**config.mk**
```make
export PLATFORM = sky130hd
export DESIGN_NAME = mpio_ports
export DESIGN_NICKNAME = d
export VERILOG_FILES = /design/src/core/mpio_pkg.sv /design/src/core/mpio_ports.sv
export SDC_FILE = /design/constraint.sdc
export NUM_CORES = 1
export LEC_CHECK = 0
export BUFFER_PORTS_ARGS = -buffer_cell sky130_fd_sc_hd__buf_2
export CORE_ASPECT_RATIO = 0.8
export CORE_MARGIN = 2
export CORE_UTILIZATION = 50
export DETAILED_ROUTE_END_ITERATION = 10
export MAX_ROUTING_LAYER = met4
export PLACE_DENSITY = 0.72
export SETUP_SLACK_MARGIN = 0.3
export SLEW_MARGIN = 20
export SYNTH_ARGS = -nofsm -noshare
export SYNTH_HDL_FRONTEND = slang
export SYNTH_SLANG_ARGS = --single-unit
export TNS_END_PERCENT = 1
```
**constraint.sdc**
```tcl
create_clock -name i_core_clk -period 1.9 [get_ports i_core_clk]
set_input_delay 0 -clock i_core_clk [delete_from_list [all_inputs] [get_ports i_core_clk]]
set_output_delay 0 -clock i_core_clk [all_outputs]
set_load 0.02 [all_outputs]
```
**src/core/mpio_pkg.sv**
```systemverilog
// constants, register map and state types of the multi-port i/o block
`default_nettype none
package mpio_pkg;
  localparam int ADDR_W = 16;
  localparam int IDX_W = 13;
  // register indices; byte address is four times the index
  localparam logic [IDX_W-1:0] IDX_P1_LATCH = 13'h0001;
  localparam logic [IDX_W-1:0] IDX_P2_LATCH = 13'h0002;
  localparam logic [IDX_W-1:0] IDX_P3_OUTPUT_LATCH = 13'h0003;
  localparam logic [IDX_W-1:0] IDX_P4_LATCH = 13'h0004;
  localparam logic [IDX_W-1:0] IDX_P6_LATCH = 13'h0006;
  localparam logic [IDX_W-1:0] IDX_P3_DRAIN_SELECT = 13'h1F83;
  localparam logic [IDX_W-1:0] IDX_P4_DRAIN_SELECT = 13'h1F84;
  localparam logic [IDX_W-1:0] IDX_P1_DIRECTION = 13'h1F88;
  localparam logic [IDX_W-1:0] IDX_P3_DIRECTION = 13'h1F89;
  localparam logic [IDX_W-1:0] IDX_P4_DIRECTION = 13'h1F8A;
  localparam logic [IDX_W-1:0] IDX_P6_DIRECTION = 13'h1F8B;
  localparam logic [IDX_W-1:0] IDX_ANALOG_CTRL = 13'h1F8C;
  // address bit that selects the latch view of a read-modify-write read
  localparam int RMW_VIEW_BIT = 15;
  // analog control fields
  localparam int AIN_DIS_BIT = 4;
  localparam int CHAN_LSB = 0;
  localparam int CHAN_W = 3;
  // positions of each port inside the 33-bit pin vector
  localparam int PIN_W = 33;
  localparam int P1_LSB = 0;
  localparam int P2_LSB = 6;
  localparam int P3_LSB = 9;
  localparam int P4_LSB = 17;
  localparam int P6_LSB = 25;
  // reset values and response codes
  localparam logic [5:0] P1_RST = 6'h00;
  localparam logic [2:0] P2_LATCH_RST = 3'h7;
  localparam logic [7:0] P8_RST = 8'h00;
  localparam logic AIN_DIS_RST = 1'b1;
  localparam logic [CHAN_W-1:0] CHAN_RST = 3'h0;
  localparam logic [1:0] RESP_OKAY = 2'h0;
  localparam logic [1:0] RESP_SLVERR = 2'h2;

  typedef enum logic [2:0] {ST_IDLE, ST_RD_S1, ST_RD_S2, ST_WR_S1, ST_WR_S2, ST_WR_RESP} mpio_phase_t;

  typedef struct packed {
    logic [5:0] port1_latch;
    logic [5:0] port1_direction;
    logic [2:0] port2_latch;
    logic [7:0] port3_output_latch;
    logic [7:0] port3_direction;
    logic [7:0] port3_drain_select;
    logic [7:0] port4_latch;
    logic [7:0] port4_direction;
    logic [7:0] port4_drain_select;
    logic [7:0] port6_latch;
    logic [7:0] port6_direction;
    logic analog_input_disable;
    logic [CHAN_W-1:0] analog_channel_select;
  } mpio_regs_t;

  typedef struct packed {
    logic ok;
    logic [7:0] data;
  } mpio_rd_t;

  typedef struct packed {
    mpio_phase_t phase;
    mpio_regs_t regs;
    logic [PIN_W-1:0] sync1;
    logic [PIN_W-1:0] sync2;
    logic [PIN_W-1:0] sync3;
    logic [PIN_W-1:0] pins;
    logic aw_got;
    logic w_got;
    logic [ADDR_W-1:0] awaddr;
    logic [7:0] wdata;
    logic wbyte;
    logic [ADDR_W-1:0] araddr;
    logic [31:0] rdata;
    logic [1:0] rresp;
    logic [1:0] bresp;
    logic p20_fall;
    logic conv_start;
  } mpio_state_t;
endpackage
`default_nettype wire

```
**src/core/mpio_ports.sv**
```systemverilog
// five general-purpose i/o ports behind an axi4-lite register slave
`default_nettype none
module mpio_ports
  import mpio_pkg::*;
(
  input wire logic i_core_clk,
  input wire logic i_nrst,
  input wire logic [ADDR_W-1:0] i_s_awaddr,
  input wire logic i_s_awvalid,
  output logic o_s_awready,
  input wire logic [31:0] i_s_wdata,
  input wire logic [3:0] i_s_wstrb,
  input wire logic i_s_wvalid,
  output logic o_s_wready,
  output logic [1:0] o_s_bresp,
  output logic o_s_bvalid,
  input wire logic i_s_bready,
  input wire logic [ADDR_W-1:0] i_s_araddr,
  input wire logic i_s_arvalid,
  output logic o_s_arready,
  output logic [31:0] o_s_rdata,
  output logic [1:0] o_s_rresp,
  output logic o_s_rvalid,
  input wire logic i_s_rready,
  input wire logic [5:0] i_p1_in,
  output logic [5:0] o_p1_out,
  output logic [5:0] o_p1_oe,
  input wire logic [2:0] i_p2_in,
  output logic [2:0] o_p2_out,
  output logic [2:0] o_p2_oe,
  input wire logic [7:0] i_p3_in,
  output logic [7:0] o_p3_out,
  output logic [7:0] o_p3_oe,
  input wire logic [7:0] i_p4_in,
  output logic [7:0] o_p4_out,
  output logic [7:0] o_p4_oe,
  input wire logic [7:0] i_p6_in,
  output logic [7:0] o_p6_out,
  output logic [7:0] o_p6_oe,
  input wire logic i_stop_mode,
  input wire logic i_stop_output_hold,
  output logic o_port2_pin0_fall,
  output logic o_analog_input_disable,
  output logic [CHAN_W-1:0] o_analog_channel_select,
  output logic o_conversion_start
);

  mpio_state_t st;
  mpio_state_t next_st;
  logic [PIN_W-1:0] pin_raw;
  logic ar_fire;
  logic aw_fire;
  logic w_fire;
  logic [ADDR_W-1:0] wr_addr;
  logic [IDX_W-1:0] wr_idx;
  mpio_rd_t rd;
  logic [7:0] p3_oe_core;
  logic [7:0] p4_oe_core;

  assign pin_raw = {i_p6_in, i_p4_in, i_p3_in, i_p2_in, i_p1_in};

  // read mux; the view bit marks a read-modify-write read
  function automatic mpio_rd_t read_reg(input logic [IDX_W-1:0] idx, input logic view,
                                        input mpio_regs_t r, input logic [PIN_W-1:0] p);
    mpio_rd_t res;
    res.ok = 1'b1;
    res.data = 8'h00;
    unique case (idx)
      // undefined upper bits read as zero here
      IDX_P1_LATCH: res.data = {2'h0, view ? r.port1_latch : p[P1_LSB +: 6]};
      // unimplemented upper bits of port two read as zero
      IDX_P2_LATCH: res.data = {5'h00, view ? r.port2_latch : p[P2_LSB +: 3]};
      IDX_P3_OUTPUT_LATCH: res.data = view ? r.port3_output_latch : p[P3_LSB +: 8];
      IDX_P4_LATCH: res.data = view ? r.port4_latch : p[P4_LSB +: 8];
      // port six always reads pins, masked by the latch
      IDX_P6_LATCH: res.data = p[P6_LSB +: 8] & r.port6_latch;
      IDX_P1_DIRECTION: res.data = {2'h0, r.port1_direction};
      IDX_P3_DIRECTION: res.data = r.port3_direction;
      IDX_P3_DRAIN_SELECT: res.data = r.port3_drain_select;
      IDX_P4_DIRECTION: res.data = r.port4_direction;
      IDX_P4_DRAIN_SELECT: res.data = r.port4_drain_select;
      IDX_P6_DIRECTION: res.data = r.port6_direction;
      IDX_ANALOG_CTRL: begin
        res.data[AIN_DIS_BIT] = r.analog_input_disable;
        res.data[CHAN_LSB +: CHAN_W] = r.analog_channel_select;
      end
      default: res.ok = 1'b0;
    endcase
    return res;
  endfunction

  // write address bits wait here until both halves arrive
  assign wr_addr = st.awaddr;
  assign wr_idx = wr_addr[IDX_W+1:2];

  // write is favoured; a read waits while any write half is pending
  assign o_s_awready = (st.phase == ST_IDLE) && !st.aw_got;
  assign o_s_wready = (st.phase == ST_IDLE) && !st.w_got;
  assign o_s_arready = (st.phase == ST_IDLE) && !st.aw_got && !st.w_got && !i_s_awvalid && !i_s_wvalid;
  assign aw_fire = i_s_awvalid && o_s_awready;
  assign w_fire = i_s_wvalid && o_s_wready;
  assign ar_fire = i_s_arvalid && o_s_arready;
  assign o_s_rvalid = (st.phase == ST_RD_S2);
  assign o_s_bvalid = (st.phase == ST_WR_RESP);
  assign o_s_rdata = st.rdata;
  assign o_s_rresp = st.rresp;
  assign o_s_bresp = st.bresp;
  assign rd = read_reg(st.araddr[IDX_W+1:2], st.araddr[RMW_VIEW_BIT], st.regs, st.pins);

  always_comb begin
    next_st = st;
    next_st.p20_fall = 1'b0;
    next_st.conv_start = 1'b0;
    // three-stage sync; a bit changes once stages two and three agree
    next_st.sync1 = pin_raw;
    next_st.sync2 = st.sync1;
    next_st.sync3 = st.sync2;
    for (int i = 0; i < PIN_W; i++) begin
      if (st.sync2[i] == st.sync3[i]) begin
        next_st.pins[i] = st.sync3[i];
      end
    end
    unique case (st.phase)
      ST_IDLE: begin
        if (aw_fire) begin
          next_st.aw_got = 1'b1;
          next_st.awaddr = i_s_awaddr;
        end
        if (w_fire) begin
          next_st.w_got = 1'b1;
          next_st.wdata = i_s_wdata[7:0];
          next_st.wbyte = i_s_wstrb[0];
        end
        if ((st.aw_got || aw_fire) && (st.w_got || w_fire)) begin
          next_st.phase = ST_WR_S1;
        end else if (ar_fire) begin
          next_st.araddr = i_s_araddr;
          next_st.phase = ST_RD_S1;
        end
      end
      ST_RD_S1: begin
        // pins are captured in this first state
        next_st.rdata = {24'h000000, rd.data};
        next_st.rresp = rd.ok ? RESP_OKAY : RESP_SLVERR;
        next_st.phase = ST_RD_S2;
      end
      ST_RD_S2: begin
        if (i_s_rready) begin
          next_st.phase = ST_IDLE;
        end
      end
      ST_WR_S1: begin
        next_st.bresp = RESP_OKAY;
        next_st.phase = ST_WR_S2;
      end
      ST_WR_S2: begin
        // latches take the data in the second state
        next_st.phase = ST_WR_RESP;
        next_st.aw_got = 1'b0;
        next_st.w_got = 1'b0;
        if (st.wbyte) begin
          case (wr_idx)
            IDX_P1_LATCH: next_st.regs.port1_latch = st.wdata[5:0];
            IDX_P2_LATCH: next_st.regs.port2_latch = st.wdata[2:0];
            IDX_P3_OUTPUT_LATCH: next_st.regs.port3_output_latch = st.wdata;
            IDX_P4_LATCH: next_st.regs.port4_latch = st.wdata;
            // all eight bits are overwritten, input bits included
            IDX_P6_LATCH: next_st.regs.port6_latch = st.wdata;
            IDX_P1_DIRECTION: next_st.regs.port1_direction = st.wdata[5:0];
            IDX_P3_DIRECTION: next_st.regs.port3_direction = st.wdata;
            IDX_P3_DRAIN_SELECT: next_st.regs.port3_drain_select = st.wdata;
            IDX_P4_DIRECTION: next_st.regs.port4_direction = st.wdata;
            IDX_P4_DRAIN_SELECT: next_st.regs.port4_drain_select = st.wdata;
            IDX_P6_DIRECTION: next_st.regs.port6_direction = st.wdata;
            IDX_ANALOG_CTRL: begin
              next_st.regs.analog_input_disable = st.wdata[AIN_DIS_BIT];
              next_st.regs.analog_channel_select = st.wdata[CHAN_LSB +: CHAN_W];
              // clearing the disable bit kicks off a conversion
              next_st.conv_start = st.regs.analog_input_disable && !st.wdata[AIN_DIS_BIT];
            end
            default: next_st.bresp = RESP_SLVERR;
          endcase
        end
        // a falling driven level on pin zero flags the interrupt latch
        next_st.p20_fall = st.regs.port2_latch[0] && !next_st.regs.port2_latch[0];
      end
      ST_WR_RESP: begin
        if (i_s_bready) begin
          next_st.phase = ST_IDLE;
        end
      end
    endcase
  end

  always_ff @(posedge i_core_clk) begin
    if (!i_nrst) begin
      st <= '0;
      st.phase <= ST_IDLE;
      st.regs.port1_latch <= P1_RST;
      st.regs.port1_direction <= P1_RST;
      st.regs.port2_latch <= P2_LATCH_RST;
      st.regs.port3_output_latch <= P8_RST;
      st.regs.port3_direction <= P8_RST;
      st.regs.port3_drain_select <= P8_RST;
      st.regs.port4_latch <= P8_RST;
      st.regs.port4_direction <= P8_RST;
      st.regs.port4_drain_select <= P8_RST;
      st.regs.port6_latch <= P8_RST;
      st.regs.port6_direction <= P8_RST;
      st.regs.analog_input_disable <= AIN_DIS_RST;
      st.regs.analog_channel_select <= CHAN_RST;
    end else begin
      st <= next_st;
    end
  end

  // open-drain pins only sink; push-pull pins follow direction
  assign p3_oe_core = st.regs.port3_direction & ~(st.regs.port3_drain_select & st.regs.port3_output_latch);
  assign p4_oe_core = st.regs.port4_direction & ~(st.regs.port4_drain_select & st.regs.port4_latch);

  // stop gates all drivers unless held; in stop pin zero of port two floats even when held
  always_comb begin
    o_p1_out = st.regs.port1_latch;
    o_p1_oe = st.regs.port1_direction;
    // port two has no direction register: a zero latch sinks, a one releases
    o_p2_out = 3'h0;
    o_p2_oe = ~st.regs.port2_latch;
    o_p3_out = st.regs.port3_output_latch & ~st.regs.port3_drain_select;
    o_p3_oe = p3_oe_core;
    o_p4_out = st.regs.port4_latch & ~st.regs.port4_drain_select;
    o_p4_oe = p4_oe_core;
    o_p6_out = st.regs.port6_latch;
    o_p6_oe = st.regs.port6_direction;
    if (i_stop_mode) begin
      if (!i_stop_output_hold) begin
        o_p1_oe = 6'h00;
        o_p2_oe = 3'h0;
        o_p3_oe = 8'h00;
        o_p4_oe = 8'h00;
        o_p6_oe = 8'h00;
      end
      o_p2_oe[0] = 1'b0;
    end
  end

  assign o_port2_pin0_fall = st.p20_fall;
  assign o_analog_input_disable = st.regs.analog_input_disable;
  assign o_analog_channel_select = st.regs.analog_channel_select;
  assign o_conversion_start = st.conv_start;
endmodule
`default_nettype wire

```
==> results of run 1 <==
==> final timing paths <==
| check | start | slack, ns | to | cells after the start |
|---|---|---|---|---|
| max | st[49] | 0.06 | o_s_rdata[1] | 6 |
| min | i_p6_in[6] | 0.22 | next_st[178] | 3 |
| max reg2reg | st[49] | 0.06 | o_s_rdata[1] | 6 |
| min reg2reg | next_st[154] | 0.43 | next_st[121] | 1 |
==> sequential cells by signal, indices dropped and copies added, names as in the netlist <==
signal	cells
st	159
next_st	66
wr_addr	13
o_p6_out	8
o_s_rdata	8
o_p1_out	6
o_analog_channel_select	3
o_analog_input_disable	1
o_conversion_start	1
o_port2_pin0_fall	1
o_s_bresp	1
o_s_rresp	1
==> cell type report <==
class | instances | area [um2]
fillers | 1861 | 8170
flip-flops and latches | 268 | 5380
multi-input cells | 798 | 5400
repair buffers | 306 | 2220
inverters | 4 | 15.0
well taps | 306 | 383
clock buffers | 31 | 688
clock inverters | 12 | 125
==> kinds of logic (layout without fill, tap and decap cells) <==
logic type | after synthesis | after routing | synth area share (%)
buffers and inverters | 133 | 353 | 7.39
other | 1 | 29 | 0.0331
muxes | 118 | 118 | 11.1
and+or+nand+nor | 477 | 477 | 23.6
AOI/OAI and AO/OA | 174 | 174 | 10.5
DFF | 268 | 268 | 47.4
==> per-layer routing <==
layer	GRT usage, %	share of wire, %
met1	35.1	47
met2	38.4	45
met3	3.57	6.3
met4	5.44	1.8
met5	-	0
==> critical path, cell delays in order, from the launching register on <==
cell and delay [ns]:
dfxtp_2 0.32, or4_4 0.57, nor4_1 0.22, o21ai_0 0.18, nand4_1 0.15, nand2_1 0.09
a311oi_1 0.22
==> timing repair <==
item / in CTS / in global routing
hold endpoints to repair: 129 / 0
setup endpoints to repair: 113 / 136
gates resized for setup: 8 / 59
hold buffers: 76 / 0
pin swaps: 10 / 29
gates cloned: 0 / 0
==> placed cells by master (no fill, tap or decap), types with 44 or more instances in the layout <==
master,instances
a21boi_0,59
and2_1,114
buf_2,157
buf_4,55
dfxtp_1,258
dlygate4sd3_1,76
mux2i_1,99
nand2_1,121
nor2b_1,110
o21ai_0,44
==> power by group through the flow <==
stage	Combinational [uW]	Sequential [uW]	Clock, uW
global route	2880	6310	5290
floorplan	1660	6150	0
CTS	2380	6240	5070
global placement	2190	6350	0
finish	2660	6290	4980
detailed placement	2210	6360	0
==> stage by stage <==
step           area (um2)  setup WS [ns]  total power [uW]  hold slack [ns]  std cells
2_1_floorplan       11500        -0.0240              7810           0.0442       1199
3_3_place_gp        12400         0.0427              8540            0.208       1606
3_5_place_dp        12400        0.00346              8570            0.209       1606
4_1_cts             14000         0.0311             13700            0.204       1725
5_1_grt             14200       -0.00766             14500            0.228       1725
6_report            14200         0.0617             13900            0.221       1725
==> metrics.txt, run 1 <==
# TYPE chip_impl_metric gauge
chip_impl_metric{name="dp_hpwl",unit="mm"} 20.5
chip_impl_metric{name="worst-path-max-fanout",unit=""} 3
chip_impl_metric{name="final.setup_skew",unit="ns"} 0.00969
chip_impl_metric{name="antenna_found_initial",unit=""} 0
chip_impl_metric{name="synthesis.yosys.warnings",unit=""} 0
chip_impl_info{name="tritoncts",value="built"} 1
chip_impl_info{name="postSynth.topFlopCell",value="dfxtp_1"} 1
chip_impl_metric{name="area_growth_syn_to_layout",unit="%"} 25.5
chip_impl_metric{name="seqPwrFrac",unit="%"} 45.1
chip_impl_info{name="endpoint_kind",value="register"} 1
chip_impl_metric{name="final.setup.tns",unit="ns"} 0
chip_impl_metric{name="netlist_area_pre_place",unit="mm2"} 0.0113
chip_impl_metric{name="power.net_switching",unit="uW"} 3930
chip_impl_info{name="hold_path_class",value="in2reg"} 1
chip_impl_metric{name="detail_route.wl_per_cell",unit="um"} 17.2
chip_impl_metric{name="synthesis.area_per_instance",unit="um2"} 9.67
chip_impl_metric{name="final.period_utilization",unit="%"} 96.8
chip_impl_metric{name="leakage",unit="uW"} 0.00612
chip_impl_metric{name="yosys_register_bits",unit=""} 268
chip_impl_metric{name="max_cap_viol_count",unit=""} 0
chip_impl_metric{name="vdd.ir_drop.worst",unit="mV"} 0.862
chip_impl_metric{name="post_synth_edffs",unit=""} 0
chip_impl_metric{name="die-area",unit="mm2"} 0.0239
chip_impl_metric{name="power.switching_fraction",unit="%"} 28.2
chip_impl_metric{name="chipHeight",unit="um"} 139
chip_impl_metric{name="clkSlewWorstSetupHoldPaths",unit="ns"} 0.06
chip_impl_metric{name="largest_net_degree_at_the_start_of_global_routing",unit=""} 76
chip_impl_metric{name="drv_slew",unit=""} 0
chip_impl_metric{name="fmax_achieved",unit="MHz"} 544
chip_impl_metric{name="timing_worst_slew_pin_value",unit="ns"} 0.668
chip_impl_info{name="run_status",value="finished clean"} 1
chip_impl_info{name="worstSetupStartpointType",value="register"} 1
chip_impl_metric{name="gr-total-overflow",unit=""} 0
chip_impl_metric{name="grt_pass1_wl",unit="mm"} 45.3
chip_impl_metric{name="drc",unit=""} 0
chip_impl_metric{name="syn_inst",unit=""} 1171
chip_impl_metric{name="n_antenna_cell",unit=""} 0
chip_impl_metric{name="ctsLongestPathBuffers",unit=""} 3
chip_impl_metric{name="synth.top_cell.area_share",unit="%"} 47.4
chip_impl_metric{name="finalCoreUtilization",unit="%"} 63.5
chip_impl_metric{name="cts_buffers",unit=""} 25
chip_impl_metric{name="place_congestion",unit=""} 0.936
chip_impl_metric{name="grt_util_overall",unit="%"} 24.9
chip_impl_metric{name="postRouteAntennaNets",unit=""} 0
chip_impl_info{name="rsz0062_at_grt",value="true"} 1
chip_impl_metric{name="post_synth_num_cell_types",unit=""} 69
chip_impl_info{name="synth.top_cells.by_area",value="dfxtp_1 (47%), mux2i_1 (8.8%), and2_1 (6.3%)"} 1
chip_impl_metric{name="clk_sink_count",unit=""} 268
chip_impl_metric{name="cts_htree_levels",unit=""} 1
chip_impl_metric{name="pwr-share-comb",unit="%"} 19.1
chip_impl_info{name="worst-setup-path-type",value="reg2reg"} 1
chip_impl_info{name="root_buffer_master",value="clkbuf_16"} 1
chip_impl_info{name="synth.top_cells.by_count",value="dfxtp_1 (268), nand2_1 (123), and2_1 (114), nor2b_1 (111), mux2i_1 (100)"} 1
chip_impl_metric{name="internal_power",unit="uW"} 9990
chip_impl_metric{name="worst-endpoint-required",unit="ns"} 2.33
chip_impl_metric{name="layout.nets",unit=""} 1513
chip_impl_metric{name="fp.coreArea",unit="mm2"} 0.0224
chip_impl_metric{name="ys_async_sr_fraction",unit="%"} 0
chip_impl_metric{name="number_of_global_route_vias_before_repair",unit=""} 8420
chip_impl_metric{name="drt_first_iter_violations",unit=""} 647
chip_impl_metric{name="crit_arrival",unit="ns"} 2.27
chip_impl_metric{name="detailroute.via_count",unit=""} 8905
chip_impl_metric{name="die_width",unit="um"} 172
chip_impl_info{name="post-synth-top-area-cell",value="dfxtp_1"} 1
chip_impl_metric{name="final_layout_size_suffix_gt1_share",unit="%"} 24.2
chip_impl_metric{name="initial_core_utilization",unit="%"} 50.6
chip_impl_metric{name="io_pins",unit=""} 223
chip_impl_metric{name="vias_per_cell",unit=""} 5.16
chip_impl_metric{name="power_density",unit="mW/mm2"} 980
chip_impl_metric{name="layout_min_cycle_time",unit="ns"} 1.84
chip_impl_metric{name="clk_latency_worst_skew_pair",unit="ns"} 0.52
chip_impl_metric{name="cts.repair_timing.setup_buffer_count",unit=""} 0
chip_impl_metric{name="pwr-share-clk",unit="%"} 35.7
chip_impl_metric{name="row_count",unit=""} 49
chip_impl_metric{name="detail_route.first_pass.iterations",unit=""} 5
chip_impl_metric{name="detail_route.wirelength",unit="mm"} 29.6
chip_impl_metric{name="setup_viol",unit=""} 0
chip_impl_metric{name="buffer_ports.inserted",unit=""} 161
chip_impl_metric{name="slew_headroom",unit="%"} 55.4
chip_impl_metric{name="synth-seq-area-share",unit="%"} 47.4
chip_impl_metric{name="final-hold-violation-count",unit=""} 0
chip_impl_info{name="synth_most_common_cell",value="dfxtp_1"} 1
Note: power is estimated with default switching activity, not from simulation.
==> inputs of run 2 (changes only) <==
--- a/config.mk
+++ b/config.mk
@@ -5,13 +5,14 @@
 export SDC_FILE = /design/constraint.sdc
 export NUM_CORES = 1
 export LEC_CHECK = 0
+export ABC_CLOCK_PERIOD_IN_PS = 1900
 export BUFFER_PORTS_ARGS = -buffer_cell sky130_fd_sc_hd__buf_2
 export CORE_ASPECT_RATIO = 0.8
 export CORE_MARGIN = 2
-export CORE_UTILIZATION = 50
+export CORE_UTILIZATION = 40
 export DETAILED_ROUTE_END_ITERATION = 10
 export MAX_ROUTING_LAYER = met4
-export PLACE_DENSITY = 0.72
+export PLACE_DENSITY = 0.59
 export SETUP_SLACK_MARGIN = 0.3
 export SLEW_MARGIN = 20
 export SYNTH_ARGS = -nofsm -noshare
==> run 2 against run 1 <==
Design area up 4.4%. Final cell count increased by 4.6%. Die area rose by 24%. Combinational power increased by 12%. Largest cell class unchanged.
==> metrics.txt, run 2 (synthesis gave the netlist of run 1 again) <==
# TYPE chip_impl_metric gauge
chip_impl_info{name="run_status",value="finished clean"} 1
chip_impl_metric{name="drv_slew",unit=""} 0
chip_impl_metric{name="place_congestion",unit=""} 0.941
chip_impl_metric{name="clk_sink_count",unit=""} 268
chip_impl_metric{name="dp.cells",unit=""} 1675
chip_impl_info{name="rsz0062_at_grt",value="true"} 1
chip_impl_info{name="mostFrequentLayoutCells",value="dfxtp_1 (257), buf_2 (156), and2_1 (114)"} 1
chip_impl_metric{name="largest_reg_flops",unit=""} 159
chip_impl_metric{name="vias_per_cell",unit=""} 4.89
chip_impl_metric{name="largest_net_degree_at_the_start_of_global_routing",unit=""} 56
chip_impl_metric{name="detail_route.wl_per_cell",unit="um"} 17.0
chip_impl_info{name="mostFrequentLayoutCell",value="dfxtp_1"} 1
chip_impl_metric{name="number_of_global_route_vias_before_repair",unit=""} 8234
chip_impl_metric{name="pwr-share-clk",unit="%"} 38.5
chip_impl_metric{name="power.switching_fraction",unit="%"} 27.5
chip_impl_metric{name="die-area",unit="mm2"} 0.0297
chip_impl_metric{name="final.setup_skew",unit="ns"} 0.0122
chip_impl_metric{name="design_power_total",unit="uW"} 15100
chip_impl_metric{name="grt_pass1_wl",unit="mm"} 46.0
chip_impl_metric{name="row_count",unit=""} 55
chip_impl_metric{name="antenna_found_initial",unit=""} 0
chip_impl_metric{name="gr-total-overflow",unit=""} 0
chip_impl_metric{name="crit_arrival",unit="ns"} 2.29
chip_impl_metric{name="layout.nets",unit=""} 1524
chip_impl_info{name="worstSetupStartpointType",value="register"} 1
chip_impl_metric{name="vdd.ir_drop.worst",unit="mV"} 0.772
chip_impl_metric{name="io_pins",unit=""} 223
chip_impl_metric{name="chipHeight",unit="um"} 154
chip_impl_metric{name="grt_util_overall",unit="%"} 20.5
chip_impl_metric{name="drt_first_iter_violations",unit=""} 588
chip_impl_metric{name="drc",unit=""} 0
chip_impl_metric{name="final.period_utilization",unit="%"} 97.3
chip_impl_info{name="endpoint_kind",value="register"} 1
chip_impl_metric{name="fp.coreArea",unit="mm2"} 0.0281
chip_impl_metric{name="leakage",unit="uW"} 0.00638
chip_impl_metric{name="final-hold-violation-count",unit=""} 0
chip_impl_metric{name="initial_core_utilization",unit="%"} 40.3
chip_impl_metric{name="layout_min_cycle_time",unit="ns"} 1.85
chip_impl_metric{name="clkSlewWorstSetupHoldPaths",unit="ns"} 0.06
chip_impl_metric{name="detail_route.wirelength",unit="mm"} 30.7
chip_impl_metric{name="slew_headroom",unit="%"} 55.3
chip_impl_metric{name="detailroute.via_count",unit=""} 8825
chip_impl_metric{name="ctsLongestPathBuffers",unit=""} 3
chip_impl_metric{name="internal_power",unit="uW"} 10900
chip_impl_metric{name="dp_hpwl",unit="mm"} 22.1
chip_impl_metric{name="worst-endpoint-required",unit="ns"} 2.34
chip_impl_metric{name="timing_worst_slew_pin_value",unit="ns"} 0.670
chip_impl_metric{name="postRouteAntennaNets",unit=""} 0
chip_impl_metric{name="n_antenna_cell",unit=""} 0
chip_impl_info{name="hold_path_class",value="in2reg"} 1
chip_impl_metric{name="cts_htree_levels",unit=""} 1
chip_impl_metric{name="die_width",unit="um"} 192
chip_impl_metric{name="max_cap_viol_count",unit=""} 0
chip_impl_metric{name="area_growth_syn_to_layout",unit="%"} 31.0
chip_impl_metric{name="finalCoreUtilization",unit="%"} 52.8
chip_impl_metric{name="pwr-share-comb",unit="%"} 19.8
chip_impl_info{name="worst-setup-path-type",value="reg2reg"} 1
chip_impl_info{name="root_buffer_master",value="clkbuf_16"} 1
chip_impl_metric{name="detail_route.first_pass.iterations",unit=""} 5
chip_impl_metric{name="fmax_achieved",unit="MHz"} 541
chip_impl_metric{name="final.setup.tns",unit="ns"} 0
chip_impl_metric{name="setup_viol",unit=""} 0
chip_impl_metric{name="seqPwrFrac",unit="%"} 41.7
chip_impl_info{name="tritoncts",value="built"} 1
chip_impl_info{name="regMostFlops",value="st"} 1
chip_impl_metric{name="cts_buffers",unit=""} 28
chip_impl_metric{name="clk_latency_worst_skew_pair",unit="ns"} 0.54
chip_impl_metric{name="worst-path-max-fanout",unit=""} 2
chip_impl_metric{name="stdcell_count",unit=""} 1804
chip_impl_metric{name="power_density",unit="mW/mm2"} 1020
chip_impl_metric{name="power.net_switching",unit="uW"} 4160
chip_impl_metric{name="buffer_ports.inserted",unit=""} 161
chip_impl_metric{name="worst_hold_slack",unit="ns"} 0.204
chip_impl_metric{name="final_layout_size_suffix_gt1_share",unit="%"} 27.8
-- run 2: cell count changes in the layout (fill, tap and decap cells not counted), sizes merged, moves of 2 or more --
cell and delta:
clkinvlp -3, bufinv +2, buf +9, clkbuf +10
-- run 2: power by group through the flow --
| stage | clock network (uW) | logic [uW] | registers [uW] |
|---|---|---|---|
| after floorplan | 0 | 1660 | 6150 |
| after global placement | 0 | 2270 | 6350 |
| after detailed placement | 0 | 2280 | 6360 |
| after CTS | 5950 | 2460 | 6240 |
| after global routing | 6190 | 3240 | 6330 |
| final | 5820 | 2980 | 6300 |
-- run 2: metrics by stage --
step           setup WS, ns  area, um2
6_report             0.0517      14800
5_1_grt             -0.0610      14800
4_1_cts              0.0659      14400
3_5_place_dp       -0.00632      12600
3_3_place_gp         0.0377      12600
2_1_floorplan       -0.0240      11500
-- run 2: worst paths after layout --
kind	from	to	slack [ns]	cells after the start
worst max register to register	st[49]	o_s_rdata[1]	0.05	7
worst min register to register	next_st[175]	next_st[142]	0.43	1
worst min-delay path	i_p6_in[7]	next_st[179]	0.20	3
worst max-delay path	st[49]	o_s_rdata[1]	0.05	7
-- run 2: final cells by class --
class                      instances  area [um2]
clock buffer                      41         851
multi-input combinational        798        5630
fill                            2568       13200
inverter                           4        15.0
timing repair buffer             314        2340
tap                              370         463
sequential                       268        5380
clock inverter                     9         151
-- run 2: per-layer routing --
layer,vias to the layer above,wire [um],track usage (%)
met5,-,0,-
met4,0,504,3.53
met3,36,1800,3.61
met2,245,13600,30.7
met1,4158,14800,29.3
li1,4386,-,-
-- run 2: critical path, cell delays in order (launching register included) --
cell	delay, ns
dfxtp_2	0.32
or4_4	0.55
buf_6	0.15
nor4_4	0.21
o21ai_2	0.10
nand4_1	0.11
nand2_1	0.09
a311oi_1	0.22
-- run 2: what timing repair did --
action / CTS / global route
endpoints found under the hold margin: 106 / 0
hold buffers: 75 / 0
cloned: 0 / 0
gates resized for setup: 10 / 139
pin swaps: 4 / 51
setup buffers: 0 / 4
setup endpoints to repair: 119 / 135
